===== src/inc/eadec_map.svh =====
// Register offsets, field positions and codes of the effective-address decoder
`ifndef EADEC_MAP_SVH
`define EADEC_MAP_SVH
`define EADEC_AW 8
`define EADEC_OFF_EA 8'h00
`define EADEC_OFF_EXT0 8'h04
`define EADEC_OFF_EXT1 8'h08
`define EADEC_OFF_EXT2 8'h0C
`define EADEC_OFF_IDXV 8'h10
`define EADEC_OFF_CTRL 8'h14
`define EADEC_OFF_RES 8'h18
`define EADEC_OFF_SIDX 8'h1C
`define EADEC_OFF_OPND 8'h20
`define EADEC_OFF_DISP 8'h24
`define EADEC_OFF_STAT 8'h28
`define EADEC_OFF_MASK 8'h2C
`define EADEC_EA_MODE_HI 5
`define EADEC_EA_MODE_LO 3
`define EADEC_EA_REG_HI 2
`define EADEC_EA_REG_LO 0
`define EADEC_X_DA 15
`define EADEC_X_REG_HI 14
`define EADEC_X_REG_LO 12
`define EADEC_X_WL 11
`define EADEC_X_SC_HI 10
`define EADEC_X_SC_LO 9
`define EADEC_X_FULL 8
`define EADEC_X_BS 7
`define EADEC_X_IS 6
`define EADEC_X_BD_HI 5
`define EADEC_X_BD_LO 4
`define EADEC_X_IIS_HI 2
`define EADEC_X_IIS_LO 0
`define EADEC_BYTE_HI 7
`define EADEC_CTRL_GO 0
`define EADEC_CTRL_SZ_HI 2
`define EADEC_CTRL_SZ_LO 1
`define EADEC_ST_DONE 0
`define EADEC_ST_ILL 1
`define EADEC_NSTAT 2
`define EADEC_M_DDIR 3'h0
`define EADEC_M_ADIR 3'h1
`define EADEC_M_AIND 3'h2
`define EADEC_M_POST 3'h3
`define EADEC_M_PRE 3'h4
`define EADEC_M_DISP 3'h5
`define EADEC_M_IDX 3'h6
`define EADEC_M_EXT 3'h7
`define EADEC_R_ABSW 3'h0
`define EADEC_R_ABSL 3'h1
`define EADEC_R_PCD 3'h2
`define EADEC_R_PCX 3'h3
`define EADEC_R_IMM 3'h4
`define EADEC_BD_RSVD 2'h0
`define EADEC_BD_NULL 2'h1
`define EADEC_BD_WORD 2'h2
`define EADEC_BD_LONG 2'h3
`define EADEC_IIS_NONE 3'h0
`define EADEC_SZ_BYTE 2'h0
`define EADEC_SZ_WORD 2'h1
`define EADEC_SZ_LONG 2'h2
`endif


===== src/inc/eadec_pkg.sv =====
// Types shared by the effective-address decoder files
package eadec_pkg;
	typedef enum logic [3:0] {
		MODE_DDIR = 4'h0, MODE_ADIR = 4'h1, MODE_AIND = 4'h2, MODE_POST = 4'h3,
		MODE_PRE = 4'h4, MODE_DISP = 4'h5, MODE_IDX = 4'h6, MODE_ABSW = 4'h7,
		MODE_ABSL = 4'h8, MODE_PCD = 4'h9, MODE_PCX = 4'hA, MODE_IMM = 4'hB,
		MODE_BAD = 4'hF
	} eadec_mode_e;
	typedef enum logic [1:0] {
		ST_IDLE = 2'h0, ST_CAPT = 2'h1, ST_REPORT = 2'h3
	} eadec_state_e;
	typedef struct packed {
		logic data;
		logic mem;
		logic ctrl;
		logic alter;
	} eadec_cat_s;
endpackage : eadec_pkg


===== src/hdl/eadec_top.sv =====
// Effective-address decoder with APB register access and interrupt
//
// Overview of operation
// [RULE1] Full format base-omit bit removes the base register from the address sum.
// [RULE2] Base omitted with data index gives data-register-indirect addressing.
// [RULE3] Full format index-omit bit set drops the index operand.
// [RULE4] Index size 0 sign-extends low word; 1 uses whole long word.
// [RULE5] Base displacement length: 00 reserved, 01 none, 10 word, 11 long.
// [RULE6] Memory-indirect requests trap illegal; index-omit needs select field 000.
// [RULE7] Modes 000 to 110 use the register field as register number.
// [RULE8] Mode 111 register field picks absolute, PC-relative or immediate forms.
// [RULE9] Mode 110 covers brief and full indexed forms, all four categories.
// [RULE10] Classify register direct, indirect, postincrement and predecrement modes.
// [RULE11] Immediate is data and memory; absolute modes are all four categories.
// [RULE12] Control means unsized memory operands; alterable means writable operands.
// [RULE13] Combined categories need membership in both constituent categories.
// [RULE14] Index type bit picks data bank (0) or address bank (1).
// [RULE15] Scale field shifts the index left zero to three bits.
// [RULE16] Absolute short address sign-extends from 16 to 32 bits.
// [RULE17] Long immediate: first word high half; byte immediate uses low byte.
// [RULE18] Extension word bit 8 selects brief (0) or full (1) format.
//
// Local design decisions: the placing of the registers and register access over APB.
`timescale 1ns/1ns
`include "eadec_map.svh"
module eadec_top #(
	parameter int DW = 32
) (
	input wire logic pclk,
	input wire logic presetn,
	input wire logic psel,
	input wire logic penable,
	input wire logic pwrite,
	input wire logic [`EADEC_AW-1:0] paddr,
	input wire logic [DW-1:0] pwdata,
	output logic [DW-1:0] prdata,
	output logic pready,
	output logic pslverr,
	output logic irq,
	output logic illegal_trap
);
	localparam int HW = DW / 2;
	logic [5:0] ea_word_reg;
	logic [HW-1:0] ext0_reg, ext1_reg, ext2_reg;
	logic [DW-1:0] idxv_reg;
	logic [1:0] imm_size_reg;
	logic [`EADEC_NSTAT-1:0] stat_reg, mask_reg, stat_set;
	eadec_pkg::eadec_state_e state_reg;
	eadec_pkg::eadec_mode_e mode_reg, mode_next;
	eadec_pkg::eadec_cat_s cat_reg, cat_next;
	logic [2:0] regnum_reg, idx_regnum_reg;
	logic full_reg, base_omit_reg, index_omit_reg, idx_addr_bank_reg, idx_long_reg, ill_reg, ill_next;
	logic dreg_ind_reg, dreg_ind_next;
	logic [1:0] scale_reg, bd_len_reg;
	logic [DW-1:0] sidx_reg, opnd_reg, opnd_next, disp_reg, disp_next, sidx_next;
	logic [2:0] ea_mode_f, ea_reg_f, iis_f;
	logic full_f, bs_f, is_f, go_wr, acc, wr, rd;
	logic [1:0] bd_f;
	logic [`EADEC_AW-1:0] addr_l;

	// Category lookup for one decoded mode
	function automatic eadec_pkg::eadec_cat_s eadec_classify(input eadec_pkg::eadec_mode_e m);
		eadec_pkg::eadec_cat_s c;
		c = '0;
		case (m)
			eadec_pkg::MODE_DDIR: c = '{data: 1'b1, mem: 1'b0, ctrl: 1'b0, alter: 1'b1}; // [RULE10]
			eadec_pkg::MODE_ADIR: c = '{data: 1'b0, mem: 1'b0, ctrl: 1'b0, alter: 1'b1}; // [RULE10]
			eadec_pkg::MODE_POST, eadec_pkg::MODE_PRE: c = '{data: 1'b1, mem: 1'b1, ctrl: 1'b0, alter: 1'b1}; // [RULE10]
			eadec_pkg::MODE_AIND, eadec_pkg::MODE_DISP, eadec_pkg::MODE_IDX, eadec_pkg::MODE_ABSW,
			eadec_pkg::MODE_ABSL: c = '{data: 1'b1, mem: 1'b1, ctrl: 1'b1, alter: 1'b1}; // [RULE9] [RULE10] [RULE11]
			eadec_pkg::MODE_PCD, eadec_pkg::MODE_PCX: c = '{data: 1'b1, mem: 1'b0, ctrl: 1'b1, alter: 1'b0}; // [RULE12]
			eadec_pkg::MODE_IMM: c = '{data: 1'b1, mem: 1'b1, ctrl: 1'b0, alter: 1'b0}; // [RULE11]
			default: c = '0;
		endcase
		return c;
	endfunction : eadec_classify

	// Sign extension of a half word
	function automatic logic [DW-1:0] eadec_sext16(input logic [HW-1:0] v);
		return {{HW{v[HW-1]}}, v};
	endfunction : eadec_sext16

	// Bus phase decode
	assign acc = psel && penable && pready;
	assign wr = acc && pwrite;
	assign rd = acc && !pwrite;
	assign go_wr = wr && (paddr == `EADEC_OFF_CTRL) && pwdata[`EADEC_CTRL_GO];
	assign ea_mode_f = ea_word_reg[`EADEC_EA_MODE_HI:`EADEC_EA_MODE_LO];
	assign ea_reg_f = ea_word_reg[`EADEC_EA_REG_HI:`EADEC_EA_REG_LO];
	assign full_f = ext0_reg[`EADEC_X_FULL]; // [RULE18]
	assign bs_f = ext0_reg[`EADEC_X_BS];
	assign is_f = ext0_reg[`EADEC_X_IS];
	assign bd_f = ext0_reg[`EADEC_X_BD_HI:`EADEC_X_BD_LO];
	assign iis_f = ext0_reg[`EADEC_X_IIS_HI:`EADEC_X_IIS_LO];

	// Mode decode and illegal detection
	always_comb begin
		mode_next = eadec_pkg::MODE_BAD;
		case (ea_mode_f)
			`EADEC_M_DDIR: mode_next = eadec_pkg::MODE_DDIR; // [RULE7]
			`EADEC_M_ADIR: mode_next = eadec_pkg::MODE_ADIR;
			`EADEC_M_AIND: mode_next = eadec_pkg::MODE_AIND;
			`EADEC_M_POST: mode_next = eadec_pkg::MODE_POST;
			`EADEC_M_PRE: mode_next = eadec_pkg::MODE_PRE;
			`EADEC_M_DISP: mode_next = eadec_pkg::MODE_DISP;
			`EADEC_M_IDX: mode_next = eadec_pkg::MODE_IDX; // [RULE9]
			default: begin
				case (ea_reg_f)
					`EADEC_R_ABSW: mode_next = eadec_pkg::MODE_ABSW; // [RULE8]
					`EADEC_R_ABSL: mode_next = eadec_pkg::MODE_ABSL;
					`EADEC_R_PCD: mode_next = eadec_pkg::MODE_PCD;
					`EADEC_R_PCX: mode_next = eadec_pkg::MODE_PCX;
					`EADEC_R_IMM: mode_next = eadec_pkg::MODE_IMM;
					default: mode_next = eadec_pkg::MODE_BAD;
				endcase
			end
		endcase
		cat_next = eadec_classify(mode_next);
		ill_next = (mode_next == eadec_pkg::MODE_BAD);
		dreg_ind_next = 1'b0;
		if ((mode_next == eadec_pkg::MODE_IDX || mode_next == eadec_pkg::MODE_PCX) && full_f) begin
			if (iis_f != `EADEC_IIS_NONE || bd_f == `EADEC_BD_RSVD) begin
				ill_next = 1'b1; // [RULE5] [RULE6]
			end
			dreg_ind_next = bs_f && !is_f && !ext0_reg[`EADEC_X_DA]; // [RULE2]
		end
	end

	// Index value sizing and scaling
	eadec_index #(.W(DW)) u_index (
		.raw_value(idxv_reg),
		.long_sel(ext0_reg[`EADEC_X_WL]),
		.scale(ext0_reg[`EADEC_X_SC_HI:`EADEC_X_SC_LO]),
		.omit(full_f && is_f),
		.scaled(sidx_next)
	);

	// Operand and displacement assembly
	always_comb begin
		opnd_next = '0;
		disp_next = '0;
		case (mode_next)
			eadec_pkg::MODE_ABSW: opnd_next = eadec_sext16(ext0_reg); // [RULE16]
			eadec_pkg::MODE_ABSL: opnd_next = {ext0_reg, ext1_reg};
			eadec_pkg::MODE_IMM: begin
				case (imm_size_reg)
					`EADEC_SZ_BYTE: opnd_next = {{(DW-HW/2){1'b0}}, ext0_reg[`EADEC_BYTE_HI:0]}; // [RULE17]
					`EADEC_SZ_WORD: opnd_next = {{HW{1'b0}}, ext0_reg};
					default: opnd_next = {ext0_reg, ext1_reg}; // [RULE17]
				endcase
			end
			default: opnd_next = '0;
		endcase
		if (mode_next == eadec_pkg::MODE_DISP || mode_next == eadec_pkg::MODE_PCD) begin
			disp_next = eadec_sext16(ext0_reg);
		end else if (mode_next == eadec_pkg::MODE_IDX || mode_next == eadec_pkg::MODE_PCX) begin
			if (!full_f) begin
				disp_next = {{(DW-HW/2){ext0_reg[`EADEC_BYTE_HI]}}, ext0_reg[`EADEC_BYTE_HI:0]};
			end else begin
				case (bd_f)
					`EADEC_BD_WORD: disp_next = eadec_sext16(ext1_reg); // [RULE5]
					`EADEC_BD_LONG: disp_next = {ext1_reg, ext2_reg}; // [RULE5]
					default: disp_next = '0;
				endcase
			end
		end
	end

	// Software-written input registers
	always_ff @(posedge pclk or negedge presetn) begin
		if (!presetn) begin
			ea_word_reg <= '0;
			ext0_reg <= '0;
			ext1_reg <= '0;
			ext2_reg <= '0;
			idxv_reg <= '0;
			imm_size_reg <= '0;
			mask_reg <= '0;
		end else if (wr) begin
			case (paddr)
				`EADEC_OFF_EA: ea_word_reg <= pwdata[`EADEC_EA_MODE_HI:0];
				`EADEC_OFF_EXT0: ext0_reg <= pwdata[HW-1:0];
				`EADEC_OFF_EXT1: ext1_reg <= pwdata[HW-1:0];
				`EADEC_OFF_EXT2: ext2_reg <= pwdata[HW-1:0];
				`EADEC_OFF_IDXV: idxv_reg <= pwdata;
				`EADEC_OFF_CTRL: imm_size_reg <= pwdata[`EADEC_CTRL_SZ_HI:`EADEC_CTRL_SZ_LO];
				`EADEC_OFF_MASK: mask_reg <= pwdata[`EADEC_NSTAT-1:0];
				default: ;
			endcase
		end
	end

	// Decode sequencer
	always_ff @(posedge pclk or negedge presetn) begin
		if (!presetn) begin
			state_reg <= eadec_pkg::ST_IDLE;
		end else begin
			case (state_reg)
				eadec_pkg::ST_IDLE: if (go_wr) state_reg <= eadec_pkg::ST_CAPT;
				eadec_pkg::ST_CAPT: state_reg <= eadec_pkg::ST_REPORT;
				eadec_pkg::ST_REPORT: state_reg <= eadec_pkg::ST_IDLE;
				default: state_reg <= eadec_pkg::ST_IDLE;
			endcase
		end
	end

	// Decoded result capture
	always_ff @(posedge pclk or negedge presetn) begin
		if (!presetn) begin
			mode_reg <= eadec_pkg::MODE_DDIR;
			cat_reg <= '0;
			regnum_reg <= '0;
			full_reg <= 1'b0;
			base_omit_reg <= 1'b0;
			index_omit_reg <= 1'b0;
			idx_addr_bank_reg <= 1'b0;
			idx_regnum_reg <= '0;
			idx_long_reg <= 1'b0;
			scale_reg <= '0;
			bd_len_reg <= '0;
			ill_reg <= 1'b0;
			dreg_ind_reg <= 1'b0;
			sidx_reg <= '0;
			opnd_reg <= '0;
			disp_reg <= '0;
		end else if (state_reg == eadec_pkg::ST_CAPT) begin
			mode_reg <= mode_next;
			cat_reg <= cat_next;
			regnum_reg <= ea_reg_f; // [RULE7]
			full_reg <= full_f; // [RULE18]
			base_omit_reg <= full_f && bs_f; // [RULE1]
			index_omit_reg <= full_f && is_f; // [RULE3]
			idx_addr_bank_reg <= ext0_reg[`EADEC_X_DA]; // [RULE14]
			idx_regnum_reg <= ext0_reg[`EADEC_X_REG_HI:`EADEC_X_REG_LO]; // [RULE14]
			idx_long_reg <= ext0_reg[`EADEC_X_WL];
			scale_reg <= ext0_reg[`EADEC_X_SC_HI:`EADEC_X_SC_LO];
			bd_len_reg <= full_f ? bd_f : `EADEC_BD_RSVD;
			ill_reg <= ill_next;
			dreg_ind_reg <= dreg_ind_next;
			sidx_reg <= sidx_next;
			opnd_reg <= opnd_next;
			disp_reg <= disp_next;
		end
	end

	// Sticky status, read clears, a new event wins
	assign stat_set = {(state_reg == eadec_pkg::ST_CAPT) && ill_next, state_reg == eadec_pkg::ST_CAPT};
	always_ff @(posedge pclk or negedge presetn) begin
		if (!presetn) begin
			stat_reg <= '0;
		end else if (rd && paddr == `EADEC_OFF_STAT) begin
			stat_reg <= (stat_reg & ~prdata[`EADEC_NSTAT-1:0]) | stat_set; // Clear only reported bits
		end else begin
			stat_reg <= stat_reg | stat_set;
		end
	end

	// Interrupt and trap outputs
	always_ff @(posedge pclk or negedge presetn) begin
		if (!presetn) begin
			irq <= 1'b0;
			illegal_trap <= 1'b0;
		end else begin
			irq <= |(stat_reg & mask_reg);
			illegal_trap <= stat_set[`EADEC_ST_ILL]; // [RULE6]
		end
	end

	// APB answer: one access cycle, read data latched in setup
	assign addr_l = paddr;
	always_ff @(posedge pclk or negedge presetn) begin
		if (!presetn) begin
			pready <= 1'b0;
			pslverr <= 1'b0;
			prdata <= '0;
		end else begin
			pready <= psel && !penable;
			pslverr <= 1'b0;
			prdata <= '0;
			if (psel && !penable) begin
				case (addr_l)
					`EADEC_OFF_EA: prdata <= {{(DW-6){1'b0}}, ea_word_reg};
					`EADEC_OFF_EXT0: prdata <= {{HW{1'b0}}, ext0_reg};
					`EADEC_OFF_EXT1: prdata <= {{HW{1'b0}}, ext1_reg};
					`EADEC_OFF_EXT2: prdata <= {{HW{1'b0}}, ext2_reg};
					`EADEC_OFF_IDXV: prdata <= idxv_reg;
					`EADEC_OFF_CTRL: prdata <= {{(DW-3){1'b0}}, imm_size_reg, 1'b0};
					`EADEC_OFF_RES: prdata <= {5'h00, dreg_ind_reg, ill_reg, bd_len_reg, scale_reg, idx_long_reg,
						idx_regnum_reg, idx_addr_bank_reg, index_omit_reg, base_omit_reg, full_reg, regnum_reg,
						cat_reg.alter && cat_reg.data, cat_reg.alter && cat_reg.mem, // [RULE13]
						cat_reg.alter, cat_reg.ctrl, cat_reg.mem, cat_reg.data, mode_reg};
					`EADEC_OFF_SIDX: prdata <= sidx_reg;
					`EADEC_OFF_OPND: prdata <= opnd_reg;
					`EADEC_OFF_DISP: prdata <= disp_reg;
					`EADEC_OFF_STAT: prdata <= {{(DW-`EADEC_NSTAT){1'b0}}, stat_reg};
					`EADEC_OFF_MASK: prdata <= {{(DW-`EADEC_NSTAT){1'b0}}, mask_reg};
					default: pslverr <= 1'b1;
				endcase
			end
		end
	end
endmodule : eadec_top


===== src/hdl/eadec_index.sv =====
// Index operand sizing, scaling and suppression
`timescale 1ns/1ns
module eadec_index #(
	parameter int W = 32
) (
	input wire logic [W-1:0] raw_value,
	input wire logic long_sel,
	input wire logic [1:0] scale,
	input wire logic omit,
	output logic [W-1:0] scaled
);
	logic [W-1:0] sized;
	// Word index sign-extends, long index passes whole
	always_comb begin
		sized = long_sel ? raw_value : {{(W/2){raw_value[W/2-1]}}, raw_value[W/2-1:0]}; // [RULE4]
		scaled = omit ? '0 : (sized << scale); // [RULE3] [RULE15]
	end
endmodule : eadec_index


===== config.mk =====
export PLATFORM = sky130hd
export DESIGN_NAME = eadec_top
export DESIGN_NICKNAME = d
export VERILOG_FILES = /design/src/inc/eadec_pkg.sv /design/src/hdl/eadec_top.sv /design/src/hdl/eadec_index.sv
export VERILOG_INCLUDE_DIRS = /design/src /design/src/inc
export SDC_FILE = /design/constraint.sdc
export NUM_CORES = 1
export LEC_CHECK = 0
export BUFFER_PORTS_ARGS = -buffer_cell sky130_fd_sc_hd__clkbuf_2
export CAP_MARGIN = 25
export CORE_UTILIZATION = 35
export DETAILED_ROUTE_END_ITERATION = 10
export GPL_TIMING_DRIVEN = 0
export PLACE_DENSITY = 0.56
export SLEW_MARGIN = 20
export SYNTH_ARGS = -nofsm -noshare
export SYNTH_HDL_FRONTEND = slang
export SYNTH_SLANG_ARGS = --single-unit

===== constraint.sdc =====
create_clock -name pclk -period 3.7 [get_ports pclk]
set_input_delay 0.185 -clock pclk [delete_from_list [all_inputs] [get_ports pclk]]
set_output_delay 0.185 -clock pclk [all_outputs]
set_load 0.02 [all_outputs]

==> impl_summary.log, run 1 <==
[metrics] Worst Tran Pin Value: 1.05 ns
[metrics] clock-pin transition on the worst setup and hold timing paths: 0.06 ns
[metrics] path category of the worst min-delay check: input port to flip-flop
[metrics] dominant cell by count in the synthesized netlist: sky130_fd_sc_hd__dfrtp_1
[metrics] number of flops mapped to enable cells by yosys: 0
[metrics] area leader, netlist: sky130_fd_sc_hd__dfrtp_1
[metrics] beginning of the worst hold path: psel
[metrics] DRC errors left: 0
[metrics] # fillers: 3579
[metrics] number of buffer cells added on primary ports: 74
[metrics] predominant post-synthesis flop cell: sky130_fd_sc_hd__dfrtp_1
[metrics] RSZ-0062 raised after global routing: no
[metrics] top achievable clock speed: 0.279 GHz
[metrics] crit share post-route: 0.968
[metrics] Critical Path Start Type: flip-flop
[metrics] Worst EP arrival: 3.99 ns
[metrics] total power divided by cell area: 385 mW/mm^2
[metrics] Post-synth top cells: sky130_fd_sc_hd__dfrtp_1, sky130_fd_sc_hd__nand2_1, sky130_fd_sc_hd__mux2_2, sky130_fd_sc_hd__o21ai_0, sky130_fd_sc_hd__a21oi_1
[metrics] area overhead of the layout relative to synthesis: 18.7%
[metrics] total count of hold-check failures in the final report: 0
[metrics] type of element capturing the critical path: flip-flop
[metrics] Leakage Power: 6.80 nW
[metrics] initial standard-cell utilization of the core: 0.358
[metrics] Final Wtd Congestion: 0.983
[metrics] setup TNS: 0 ns
[metrics] total count of max-transition violations in the final report: 0
[metrics] largest net degree at the start of global routing: 69
[metrics] area of the mapped netlist: 0.0132 sq mm
[metrics] die span in y: 196 um
[metrics] endpoint of the lowest-slack register-to-register path: opnd_reg[12]
[metrics] yosys warns: 0
[metrics] type of the setup path with the least slack: flip-flop to flip-flop
[metrics] Pre-antenna DRT Iters: 6
[metrics] Final setup violation count: 0
[metrics] ratio of cells with drive above 1 in the final layout: 0.226
[metrics] sequential area share after synthesis: 0.475
[metrics] synth unique cells: 78
[metrics] Worst IR Drop VDD: 0.266 mV
[metrics] Synth Register Bits: 251
[metrics] number of vias after detailed routing: 11400
[metrics] fraction of synthesized cell area taken by the top area cell type: 0.475
[metrics] Hold Path End: stat_reg[1]
[metrics] final clock skew: 0.0151 ns
[metrics] post-synth net total: 1274
[metrics] outcome: completed
[metrics] launching point of the worst reg2reg path: ea_word_reg[5]
[metrics] clock root buffer master: sky130_fd_sc_hd__clkbuf_16
[metrics] placed wire-length estimate after detailed placement: 40700 um
[metrics] Detail Route Antenna Nets: 0
[metrics] main area contributors after synthesis: sky130_fd_sc_hd__dfrtp_1, sky130_fd_sc_hd__mux2_2, sky130_fd_sc_hd__mux2_4
[metrics] Horiz. Die Dim: 196 um
[metrics] H-Tree Depth: 1
[metrics] standard-cell rows: 70
[metrics] wire length per cell after detailed routing: 28.9 um
[metrics] number of antenna violations at the first check in global routing: 0
[metrics] Synth Area per Inst: 10.8 sq um
[metrics] worst-case headroom to the max-slew limit: 0.303
[metrics] Vias per Instance: 6.01
[metrics] shortest clock period the worst path allows after layout: 3.58 ns
[metrics] ys async rst share: 1.00
[metrics] overall die area: 0.0385 sq mm
[metrics] core region area: 0.0369 sq mm
[metrics] initial detailed-routing violation count: 1273
[metrics] Nets: 1421
[metrics] required time of the critical path: 4.11 ns
[metrics] worst hold stages: 5
[metrics] worst reg2reg path depth: 10
[metrics] CP max FO: 10
[metrics] number of maximum-capacitance violations: 0
[metrics] clock latency reported for the late side of the worst-skew pair: 0.56 ns
[metrics] number of buffers created by CTS: 29
[metrics] CTS tree: built
[metrics] vias in the first global route: 11100
[metrics] Boundary Pins: 81
[metrics] Core Util, Final: 0.426
[metrics] setup slack of the worst register-to-register path: 0.12 ns
[metrics] wire length of the first global-routing pass: 79700 um
[metrics] Detailed Route WL: 54900 um
[metrics] overall overflow remaining after global route: 0
[metrics] deepest clock path buffer count: 3
[metrics] sink count of the clock tree: 251
[metrics] post-synthesis cell count: 1224
[metrics] global routing usage summed across all routing layers: 0.287
==> layout make-up <==
cell class / count / area (sq um) / area share
sequential: 251 / 6280 / 0.400
inverter: 10 / 37.5 / 0.00239
tap: 504 / 631 / 0.0402
clock buffer: 39 / 803 / 0.0512
multi-input combinational: 853 / 6400 / 0.408
clock inverter: 15 / 156 / 0.00997
antenna: 1 / 2.50 / 0.000159
buffer: 110 / 544 / 0.0347
timing repair buffer: 116 / 832 / 0.0530
==> where the power goes <==
group          internal (mW)  switching (mW)  total [mW]
Combinational         0.0998           0.211       0.310
Sequential              2.77          0.0269        2.80
Clock                   1.73            1.21        2.93
==> how the worst max path moves through the flow <==
| stage | start | endpoint | cells past startpoint |
|---|---|---|---|
| after global routing | ea_word_reg[5] | opnd_reg[12] | 10 |
| after floorplan | ea_word_reg[5] | disp_reg[21] | 10 |
| final | ea_word_reg[5] | opnd_reg[12] | 10 |
| after detailed placement | ea_word_reg[5] | disp_reg[21] | 10 |
| after global placement | presetn | prdata[31] | 1 |
| after CTS | ea_word_reg[2] | opnd_reg[31] | 9 |
==> critical path: stages (launching register included) <==
cell and delay (ns):
sky130_fd_sc_hd__dfrtp_1 0.32, sky130_fd_sc_hd__buf_2 0.22, sky130_fd_sc_hd__inv_1 0.15, sky130_fd_sc_hd__o31ai_2 0.62, sky130_fd_sc_hd__inv_1 0.22, sky130_fd_sc_hd__ha_1 0.30, sky130_fd_sc_hd__and4_1 0.20, sky130_fd_sc_hd__a31oi_1 0.36
sky130_fd_sc_hd__buf_2 0.31, sky130_fd_sc_hd__clkbuf_1 0.51, sky130_fd_sc_hd__o21ai_0 0.21
==> placed cells by master (no fill, tap or decap), types with 15 or more instances in the layout <==
master,count
sky130_fd_sc_hd__dfrtp_1,251
sky130_fd_sc_hd__and3_1,19
sky130_fd_sc_hd__dlygate4sd3_1,32
sky130_fd_sc_hd__a22oi_1,45
sky130_fd_sc_hd__clkbuf_16,29
sky130_fd_sc_hd__a22o_1,50
sky130_fd_sc_hd__mux2_4,30
sky130_fd_sc_hd__clkbuf_1,71
sky130_fd_sc_hd__nand3_1,15
sky130_fd_sc_hd__nor3_1,17
sky130_fd_sc_hd__mux2i_1,43
sky130_fd_sc_hd__mux2_2,84
sky130_fd_sc_hd__nor2_1,57
sky130_fd_sc_hd__clkbuf_2,74
sky130_fd_sc_hd__o21ai_0,72
sky130_fd_sc_hd__buf_2,28
sky130_fd_sc_hd__a21oi_1,70
sky130_fd_sc_hd__nand2_1,116
==> timing repair <==
action	CTS	global route
hold endpoints to repair	134	0
setup buffers	0	0
hold buffers	32	0
resized for setup	1	2
pin swaps	0	0
endpoints found under the setup margin	12	11
==> layer usage <==
layer | up-vias | share of wire | GRT usage
met2 | 619 | 0.43 | 0.425
li1 | 4878 | - | -
met3 | 129 | 0.089 | 0.0624
met4 | 0 | 0.042 | 0.109
met1 | 5794 | 0.44 | 0.406
met5 | - | 0 | 0
==> kinds of logic (layout without fill, tap and decap cells) <==
logic type               after synthesis  in the layout  synth area share
AO/OA/AOI/OAI                        363            363             0.192
XOR/XNOR                               1              1          0.000663
adder cells (fa/ha/maj)                5              5           0.00473
buffers and inverters                120            290            0.0440
flip-flops                           251            251             0.475
multiplexers                         175            175             0.160
other                                  0              1                 0
AND/OR/NAND/NOR                      309            309             0.124
==> through the flow <==
step                std cells  hold WS [ns]  setup WS, ns  total power [mW]  area [sq um]
finish                   1899        0.0380         0.119              6.04         15700
CTS                      1895       0.00739         0.180              6.07         15700
floorplan                1224        -0.111          1.22              2.95         13200
detailed placement       1809         0.199       -0.0726              3.13         14400
global placement         1802         0.406         -2.98              3.11         14200
global route             1898        0.0178        0.0531              6.22         15700
No activity file was read; power rests on OpenSTA's default activity.
==> inputs of run 2 (changes only) <==
==> constraint.sdc (replaced) <==
create_clock -name pclk -period 3.7 [get_ports pclk]
set_input_delay 0.74 -clock pclk [delete_from_list [all_inputs] [get_ports pclk]]
set_output_delay 0.74 -clock pclk [all_outputs]
set_load 0.005 [all_outputs]
==> run 2 against run 1 <==
Clock power about the same. Sequential share of layout area increased by 0.84 points. Register-to-register slack gained 0.04 ns. Flip-flop and latch count stayed put. Clock skew barely moved. Utilization decreased by 0.88 points. Final cell count is 1.7% lower. Critical endpoint unchanged. Largest cell class unchanged.
==> impl_summary.log, run 2 (synthesized netlist as in run 1, its figures left out) <==
[metrics] outcome: completed
[metrics] Worst EP arrival: 3.95 ns (-0.04 ns)
[metrics] CP max FO: 10 (unchanged)
[metrics] number of vias after detailed routing: 11200 (-1.7%)
[metrics] initial detailed-routing violation count: 1299 (+2.0%)
[metrics] setup slack of the worst register-to-register path: 0.16 ns (+0.04 ns)
[metrics] global routing usage summed across all routing layers: 0.286 (-0.000860)
[metrics] post-cts gate resize count: 1 (unchanged)
[metrics] clock latency reported for the late side of the worst-skew pair: 0.56 ns (about the same)
[metrics] Nets: 1389 (-2.3%)
[metrics] Placement Cell Area: 0.0144 sq mm (unchanged)
[metrics] standard-cell rows: 70 (unchanged)
[metrics] Pre-antenna DRT Iters: 5 (-1)
[metrics] initial standard-cell utilization of the core: 0.358 (unchanged)
[metrics] shortest clock period the worst path allows after layout: 3.54 ns (-0.0367 ns)
[metrics] vias in the first global route: 11000 (-0.86%)
[metrics] commonest non-fill, non-tap cells in the layout: sky130_fd_sc_hd__dfrtp_1, sky130_fd_sc_hd__nand2_1, sky130_fd_sc_hd__mux2_2
[metrics] Vias per Instance: 6.02 (about the same)
[metrics] area overhead of the layout relative to synthesis: 16.3%
[metrics] path category of the worst min-delay check: input port to asynchronous set/reset pin
[metrics] hold buffer count at CTS: 0 (-100%)
[metrics] most common cell after layout, fill and taps aside: sky130_fd_sc_hd__dfrtp_1
[metrics] type of element capturing the critical path: flip-flop
[metrics] diode insertion count for antenna repair: 0 (-1)
[metrics] top achievable clock speed: 0.282 GHz (+1.0%)
[metrics] sink count of the clock tree: 251 (unchanged)
[metrics] RSZ-0062 raised after global routing: no
[metrics] total count of hold-check failures in the final report: 0 (unchanged)
[metrics] total count of max-transition violations in the final report: 0 (unchanged)
[metrics] setup TNS: 0 ns (unchanged)
[metrics] worst-case headroom to the max-slew limit: 0.301 (-0.00223)
[metrics] Worst Tran Pin Value: 1.05 ns (+0.00335 ns)
[metrics] clock root buffer master: sky130_fd_sc_hd__clkbuf_16
[metrics] CTS tree: built
[metrics] H-Tree Depth: 1 (unchanged)
[metrics] number of buffer cells added on primary ports: 74 (unchanged)
[metrics] Worst IR Drop VDD: 0.263 mV (-1.4%)
[metrics] Boundary Pins: 81 (unchanged)
[metrics] # Post-CTS Setup Buffers: 0 (unchanged)
[metrics] Final setup violation count: 0 (unchanged)
[metrics] number of buffers created by CTS: 29 (unchanged)
[metrics] ratio of cells with drive above 1 in the final layout: 0.231 (+0.00531)
[metrics] Horiz. Die Dim: 196 um (unchanged)
[metrics] deepest clock path buffer count: 3 (unchanged)
[metrics] Final Wtd Congestion: 0.983 (unchanged)
[metrics] wire length of the first global-routing pass: 79300 um (-0.42%)
[metrics] type of the setup path with the least slack: flip-flop to flip-flop
[metrics] die span in y: 196 um (unchanged)
[metrics] placed wire-length estimate after detailed placement: 40700 um (unchanged)
[metrics] required time of the critical path: 4.11 ns (about the same)
[metrics] DRC errors left: 0 (unchanged)
[metrics] number of antenna violations at the first check in global routing: 0 (unchanged)
[metrics] total power divided by cell area: 391 mW/mm^2 (+1.5%)
[metrics] core region area: 0.0369 sq mm (unchanged)
[metrics] Critical Path Start Type: flip-flop
[metrics] crit share post-route: 0.958 (-0.00991)
[metrics] overall overflow remaining after global route: 0 (unchanged)
[metrics] Detail Route Antenna Nets: 0 (unchanged)
[metrics] largest net degree at the start of global routing: 69 (unchanged)
[metrics] clock-pin transition on the worst setup and hold timing paths: 0.06 ns (about the same)
[metrics] final clock skew: 0.0155 ns (+0.000453 ns)
[metrics] Detailed Route WL: 54600 um (-0.50%)
[metrics] # fillers: 3589 (+0.28%)
[metrics] Leakage Power: 6.67 nW (-2.0%)
[metrics] number of cells in the design after placement: 1809 (unchanged)
[metrics] overall die area: 0.0385 sq mm (unchanged)
[metrics] wire length per cell after detailed routing: 29.3 um (+1.3%)
[metrics] total power after layout: 6.01 mW (-0.57%)
[metrics] number of cells in the finished layout apart from fillers: 1866 (-1.7%)
[metrics] post-route standard cell area excluding fillers: 0.0154 sq mm (-2.1%)
[metrics] Core Util, Final: 0.417 (-0.00875)
[metrics] number of maximum-capacitance violations: 0 (unchanged)
## run 2: changes by cell type in the layout (fill, tap and decap cells not counted), sizes merged
cell | before | now
diode | 1 | 0
dlygate4sd3 | 32 | 0
## run 2: where the power goes
group	switching [mW]	total (mW)	internal, mW	leakage [nW]
Combinational	0.204	0.282	0.0780	2.69
Sequential	0.0273	2.80	2.77	3.50
Clock	1.20	2.93	1.73	0.479
Total	1.43	6.01	4.58	6.67
## run 2: worst max-delay path: stages (launching register included)
cell and delay [ns]:
sky130_fd_sc_hd__dfrtp_1 0.32, sky130_fd_sc_hd__buf_2 0.22, sky130_fd_sc_hd__inv_1 0.16, sky130_fd_sc_hd__o31ai_2 0.62
sky130_fd_sc_hd__inv_1 0.22, sky130_fd_sc_hd__ha_1 0.29, sky130_fd_sc_hd__and4_1 0.20, sky130_fd_sc_hd__a31oi_1 0.35
sky130_fd_sc_hd__buf_2 0.30, sky130_fd_sc_hd__clkbuf_1 0.50, sky130_fd_sc_hd__o21ai_0 0.21
## run 2: area by class of cell
cell class / count / area, sq um / share of cell area
clock inverter: 15 / 156 / 0.0102
clock buffer: 39 / 803 / 0.0523
multi-input combinational: 853 / 6400 / 0.417
buffer: 110 / 544 / 0.0354
inverter: 10 / 37.5 / 0.00244
tap: 504 / 631 / 0.0410
timing repair buffer: 84 / 512 / 0.0333
sequential: 251 / 6280 / 0.409
## run 2: final timing paths
check | from | to | cells after the start
setup reg to reg | ea_word_reg[5] | opnd_reg[12] | 10
setup / recovery | ea_word_reg[5] | opnd_reg[12] | 10
max in group asynchronous | presetn | prdata[31] | 4
hold reg to reg | state_reg[1] | state_reg[0] | 1
hold / removal | presetn | idxv_reg[12] | 1
min in group pclk | pwdata[30] | idxv_reg[30] | 2
## run 2: metrics by stage
stage | hold slack [ns] | setup slack [ns]
global placement | 0.423 | -3.53
CTS | 0.167 | 0.180
detailed placement | 0.430 | -0.0726
floorplan | 0.408 | 1.19
global route | 0.188 | 0.0531
finish | 0.146 | 0.155
## run 2: metal layers
layer	vias to the layer above	share of wire	global-route usage
met5	-	0	0
met4	0	0.040	0.109
met3	108	0.092	0.0624
met2	628	0.43	0.423
met1	5686	0.44	0.406
li1	4808	-	-
==> inputs of run 3 (changes only) <==
--- a/config.mk
+++ b/config.mk
@@ -8,10 +8,10 @@
 export LEC_CHECK = 0
 export BUFFER_PORTS_ARGS = -buffer_cell sky130_fd_sc_hd__clkbuf_2
 export CAP_MARGIN = 25
-export CORE_UTILIZATION = 35
+export CORE_UTILIZATION = 30
 export DETAILED_ROUTE_END_ITERATION = 10
 export GPL_TIMING_DRIVEN = 0
-export PLACE_DENSITY = 0.56
+export PLACE_DENSITY = 0.5
 export SLEW_MARGIN = 20
 export SYNTH_ARGS = -nofsm -noshare
 export SYNTH_HDL_FRONTEND = slang
==> run 3 against run 2 <==
Fmax shrank 1.7%. Global-route usage fell by 3.0 points. Wire length is 3.8% higher. First-iteration DRC count up 0.85%. Final cell count grew 4.2%. Die area is 16% higher. Clock-buffer cell count unchanged. Non-clock buffer count fell by 3. Critical path type unchanged. Critical endpoint is now opnd_reg[31].
==> impl_summary.log, run 3 (synthesized netlist as in run 1, its figures left out) <==
[metrics] outcome: completed
[metrics] global routing usage on met3: 0.0401 (-0.0223)
[metrics] overall die area: 0.0449 sq mm (+16%)
[metrics] setup TNS: 0 ns (unchanged)
[metrics] total power divided by cell area: 399 mW/mm^2 (+2.1%)
[metrics] initial detailed-routing violation count: 1310 (+0.85%)
[metrics] CTS tree: built
[metrics] Boundary Pins: 81 (unchanged)
[metrics] CP max FO: 10 (unchanged)
[metrics] area overhead of the layout relative to synthesis: 17.6%
[metrics] standard-cell rows: 76 (+8.6%)
[metrics] wire length per cell after detailed routing: 29.2 um (-0.33%)
[metrics] hold buffer count at CTS: 0 (unchanged)
[metrics] Final setup violation count: 0 (unchanged)
[metrics] proportion of total power due to net switching: 0.240 (+0.00180)
[metrics] core region area: 0.0433 sq mm (+17%)
[metrics] Worst EP arrival: 4.10 ns (+0.15 ns)
[metrics] initial standard-cell utilization of the core: 0.305 (-0.0530)
[metrics] GRT busiest layer: met2
[metrics] Horiz. Die Dim: 212 um (+7.9%)
[metrics] setup slack of the worst register-to-register path: 0.09 ns (-0.06 ns)
[metrics] total count of hold-check failures in the final report: 0 (unchanged)
[metrics] most common cell after layout, fill and taps aside: sky130_fd_sc_hd__dfrtp_1
[metrics] Leakage Power: 6.68 nW (+0.24%)
[metrics] type of element capturing the critical path: flip-flop
[metrics] Nets: 1386 (-0.22%)
[metrics] wire length of the first global-routing pass: 81400 um (+2.6%)
[metrics] required time of the critical path: 4.20 ns (+0.09 ns)
[metrics] ratio of cells with drive above 1 in the final layout: 0.233 (+0.00198)
[metrics] Worst Tran Pin Value: 1.05 ns (+0.00305 ns)
[metrics] number of cells in the finished layout apart from fillers: 1944 (+4.2%)
[metrics] clock root buffer master: sky130_fd_sc_hd__clkbuf_16
[metrics] met1 usage in global routing: 0.361 (-0.0447)
[metrics] sink count of the clock tree: 251 (unchanged)
[metrics] die span in y: 212 um (+7.9%)
[metrics] Pre-antenna DRT Iters: 8 (+3)
[metrics] clock latency reported for the late side of the worst-skew pair: 0.58 ns (+0.02 ns)
[metrics] clock-pin transition on the worst setup and hold timing paths: 0.06 ns (about the same)
[metrics] vias in the first global route: 10900 (-0.90%)
[metrics] worst-case headroom to the max-slew limit: 0.293 (-0.00803)
[metrics] cell internal power dissipation: 4.72 mW (+3.0%)
[metrics] startpoint of the worst setup timing path: ea_word_reg[4]
[metrics] overall overflow remaining after global route: 0 (unchanged)
[metrics] Vias per Instance: 5.76 (-4.3%)
[metrics] Detail Route Antenna Nets: 0 (unchanged)
[metrics] crit share post-route: 0.975 (+0.0170)
[metrics] number of buffer cells added on primary ports: 74 (unchanged)
[metrics] Worst IR Drop VDD: 0.332 mV (+26%)
[metrics] path category of the worst min-delay check: input port to asynchronous set/reset pin
[metrics] Post-Route Hold Slack: 0.0930 ns (-0.0526 ns)
[metrics] fraction of power consumed by combinational cells: 0.045 (-0.002)
[metrics] largest net degree at the start of global routing: 77 (+12%)
[metrics] shortest clock period the worst path allows after layout: 3.61 ns (+0.0628 ns)
[metrics] global routing usage summed across all routing layers: 0.256 (-0.0303)
[metrics] deepest clock path buffer count: 3 (unchanged)
[metrics] global routing met2 resource utilization: 0.391 (-0.0321)
[metrics] number of maximum-capacitance violations: 0 (unchanged)
[metrics] number of antenna violations at the first check in global routing: 0 (unchanged)
[metrics] total count of max-transition violations in the final report: 0 (unchanged)
[metrics] number of buffers created by CTS: 29 (unchanged)
[metrics] diode insertion count for antenna repair: 0 (unchanged)
[metrics] Critical Path Start Type: flip-flop
[metrics] top achievable clock speed: 0.277 GHz (-1.7%)
[metrics] commonest non-fill, non-tap cells in the layout: sky130_fd_sc_hd__dfrtp_1, sky130_fd_sc_hd__nand2_1, sky130_fd_sc_hd__mux2_2
[metrics] launching point of the worst reg2reg path: ea_word_reg[4]
[metrics] type of the setup path with the least slack: flip-flop to flip-flop
[metrics] Final Wtd Congestion: 1.04 (+5.8%)
[metrics] final clock skew: 0.0137 ns (-0.00180 ns)
[metrics] Detailed Route WL: 56700 um (+3.8%)
[metrics] DRC errors left: 0 (unchanged)
[metrics] fraction of power consumed by sequential logic: 0.451 (-0.015)
[metrics] number of vias after detailed routing: 11200 (-0.30%)
[metrics] number of cells in the design after placement: 1890 (+4.5%)
[metrics] share of power burned in the clock network: 0.503 (+0.016)
[metrics] Psw: 1.49 mW (+4.0%)
[metrics] RSZ-0062 raised after global routing: no
[metrics] total power after layout: 6.20 mW (+3.3%)
[metrics] placed wire-length estimate after detailed placement: 42100 um (+3.5%)
[metrics] H-Tree Depth: 1 (unchanged)
-- run 3: what timing repair did --
action,CTS,global route
gates resized for setup,1,2
setup buffers,0,0
endpoints found under the setup margin,10,9
endpoints found under the hold margin,0,0
-- run 3: layout make-up --
| type | instances | area [sq um] |
|---|---|---|
| inverter | 10 | 37.5 |
| clock buffer | 39 | 833 |
| timing repair buffer | 81 | 493 |
| tap | 585 | 732 |
| multi-input combinational | 853 | 6420 |
| fill | 4392 | 27700 |
| buffer | 110 | 544 |
| sequential | 251 | 6280 |
| clock inverter | 15 | 201 |
-- run 3: path summary, 6_finish.rpt --
kind,end,depth (start not counted)
setup / recovery,opnd_reg[31],9
hold / removal,prdata[12],1
setup reg to reg,opnd_reg[31],9
hold reg to reg,state_reg[0],1
max in group asynchronous,ea_word_reg[0],3
min in group pclk,idxv_reg[29],2
-- run 3: power groups by stage --
stage | combinational (mW) | sequential (mW) | clock (mW)
CTS | 0.283 | 2.80 | 3.18
floorplan | 0.109 | 2.84 | 0
finish | 0.282 | 2.80 | 3.12
global route | 0.305 | 2.80 | 3.28
detailed placement | 0.283 | 2.85 | 0
global placement | 0.263 | 2.85 | 0
-- run 3: metal layers --
metal,share of wire,up-vias
met1,0.45,5744
met2,0.44,530
met4,0.042,0
met3,0.068,107
li1,-,4815
met5,0,-
-- run 3: metrics by stage --
step | instance area (sq um) | utilization | worst slack [ns]
6_report | 15500 | 0.359 | 0.0927
5_1_grt | 15500 | 0.359 | 0.0385
4_1_cts | 15500 | 0.359 | 0.201
3_5_place_dp | 14500 | 0.335 | -0.0748
3_3_place_gp | 14300 | 0.331 | -3.70
2_1_floorplan | 13200 | - | 1.19
-- run 3: critical path: stages (launching register included) --
cell	delay, ns
sky130_fd_sc_hd__dfrtp_1	0.31
sky130_fd_sc_hd__buf_2	0.29
sky130_fd_sc_hd__nand2_1	0.13
sky130_fd_sc_hd__o31ai_2	0.58
sky130_fd_sc_hd__ha_1	0.41
sky130_fd_sc_hd__a21oi_1	0.08
sky130_fd_sc_hd__nor4_2	0.79
sky130_fd_sc_hd__buf_2	0.46
sky130_fd_sc_hd__o21ai_0	0.24
sky130_fd_sc_hd__o21ai_0	0.24
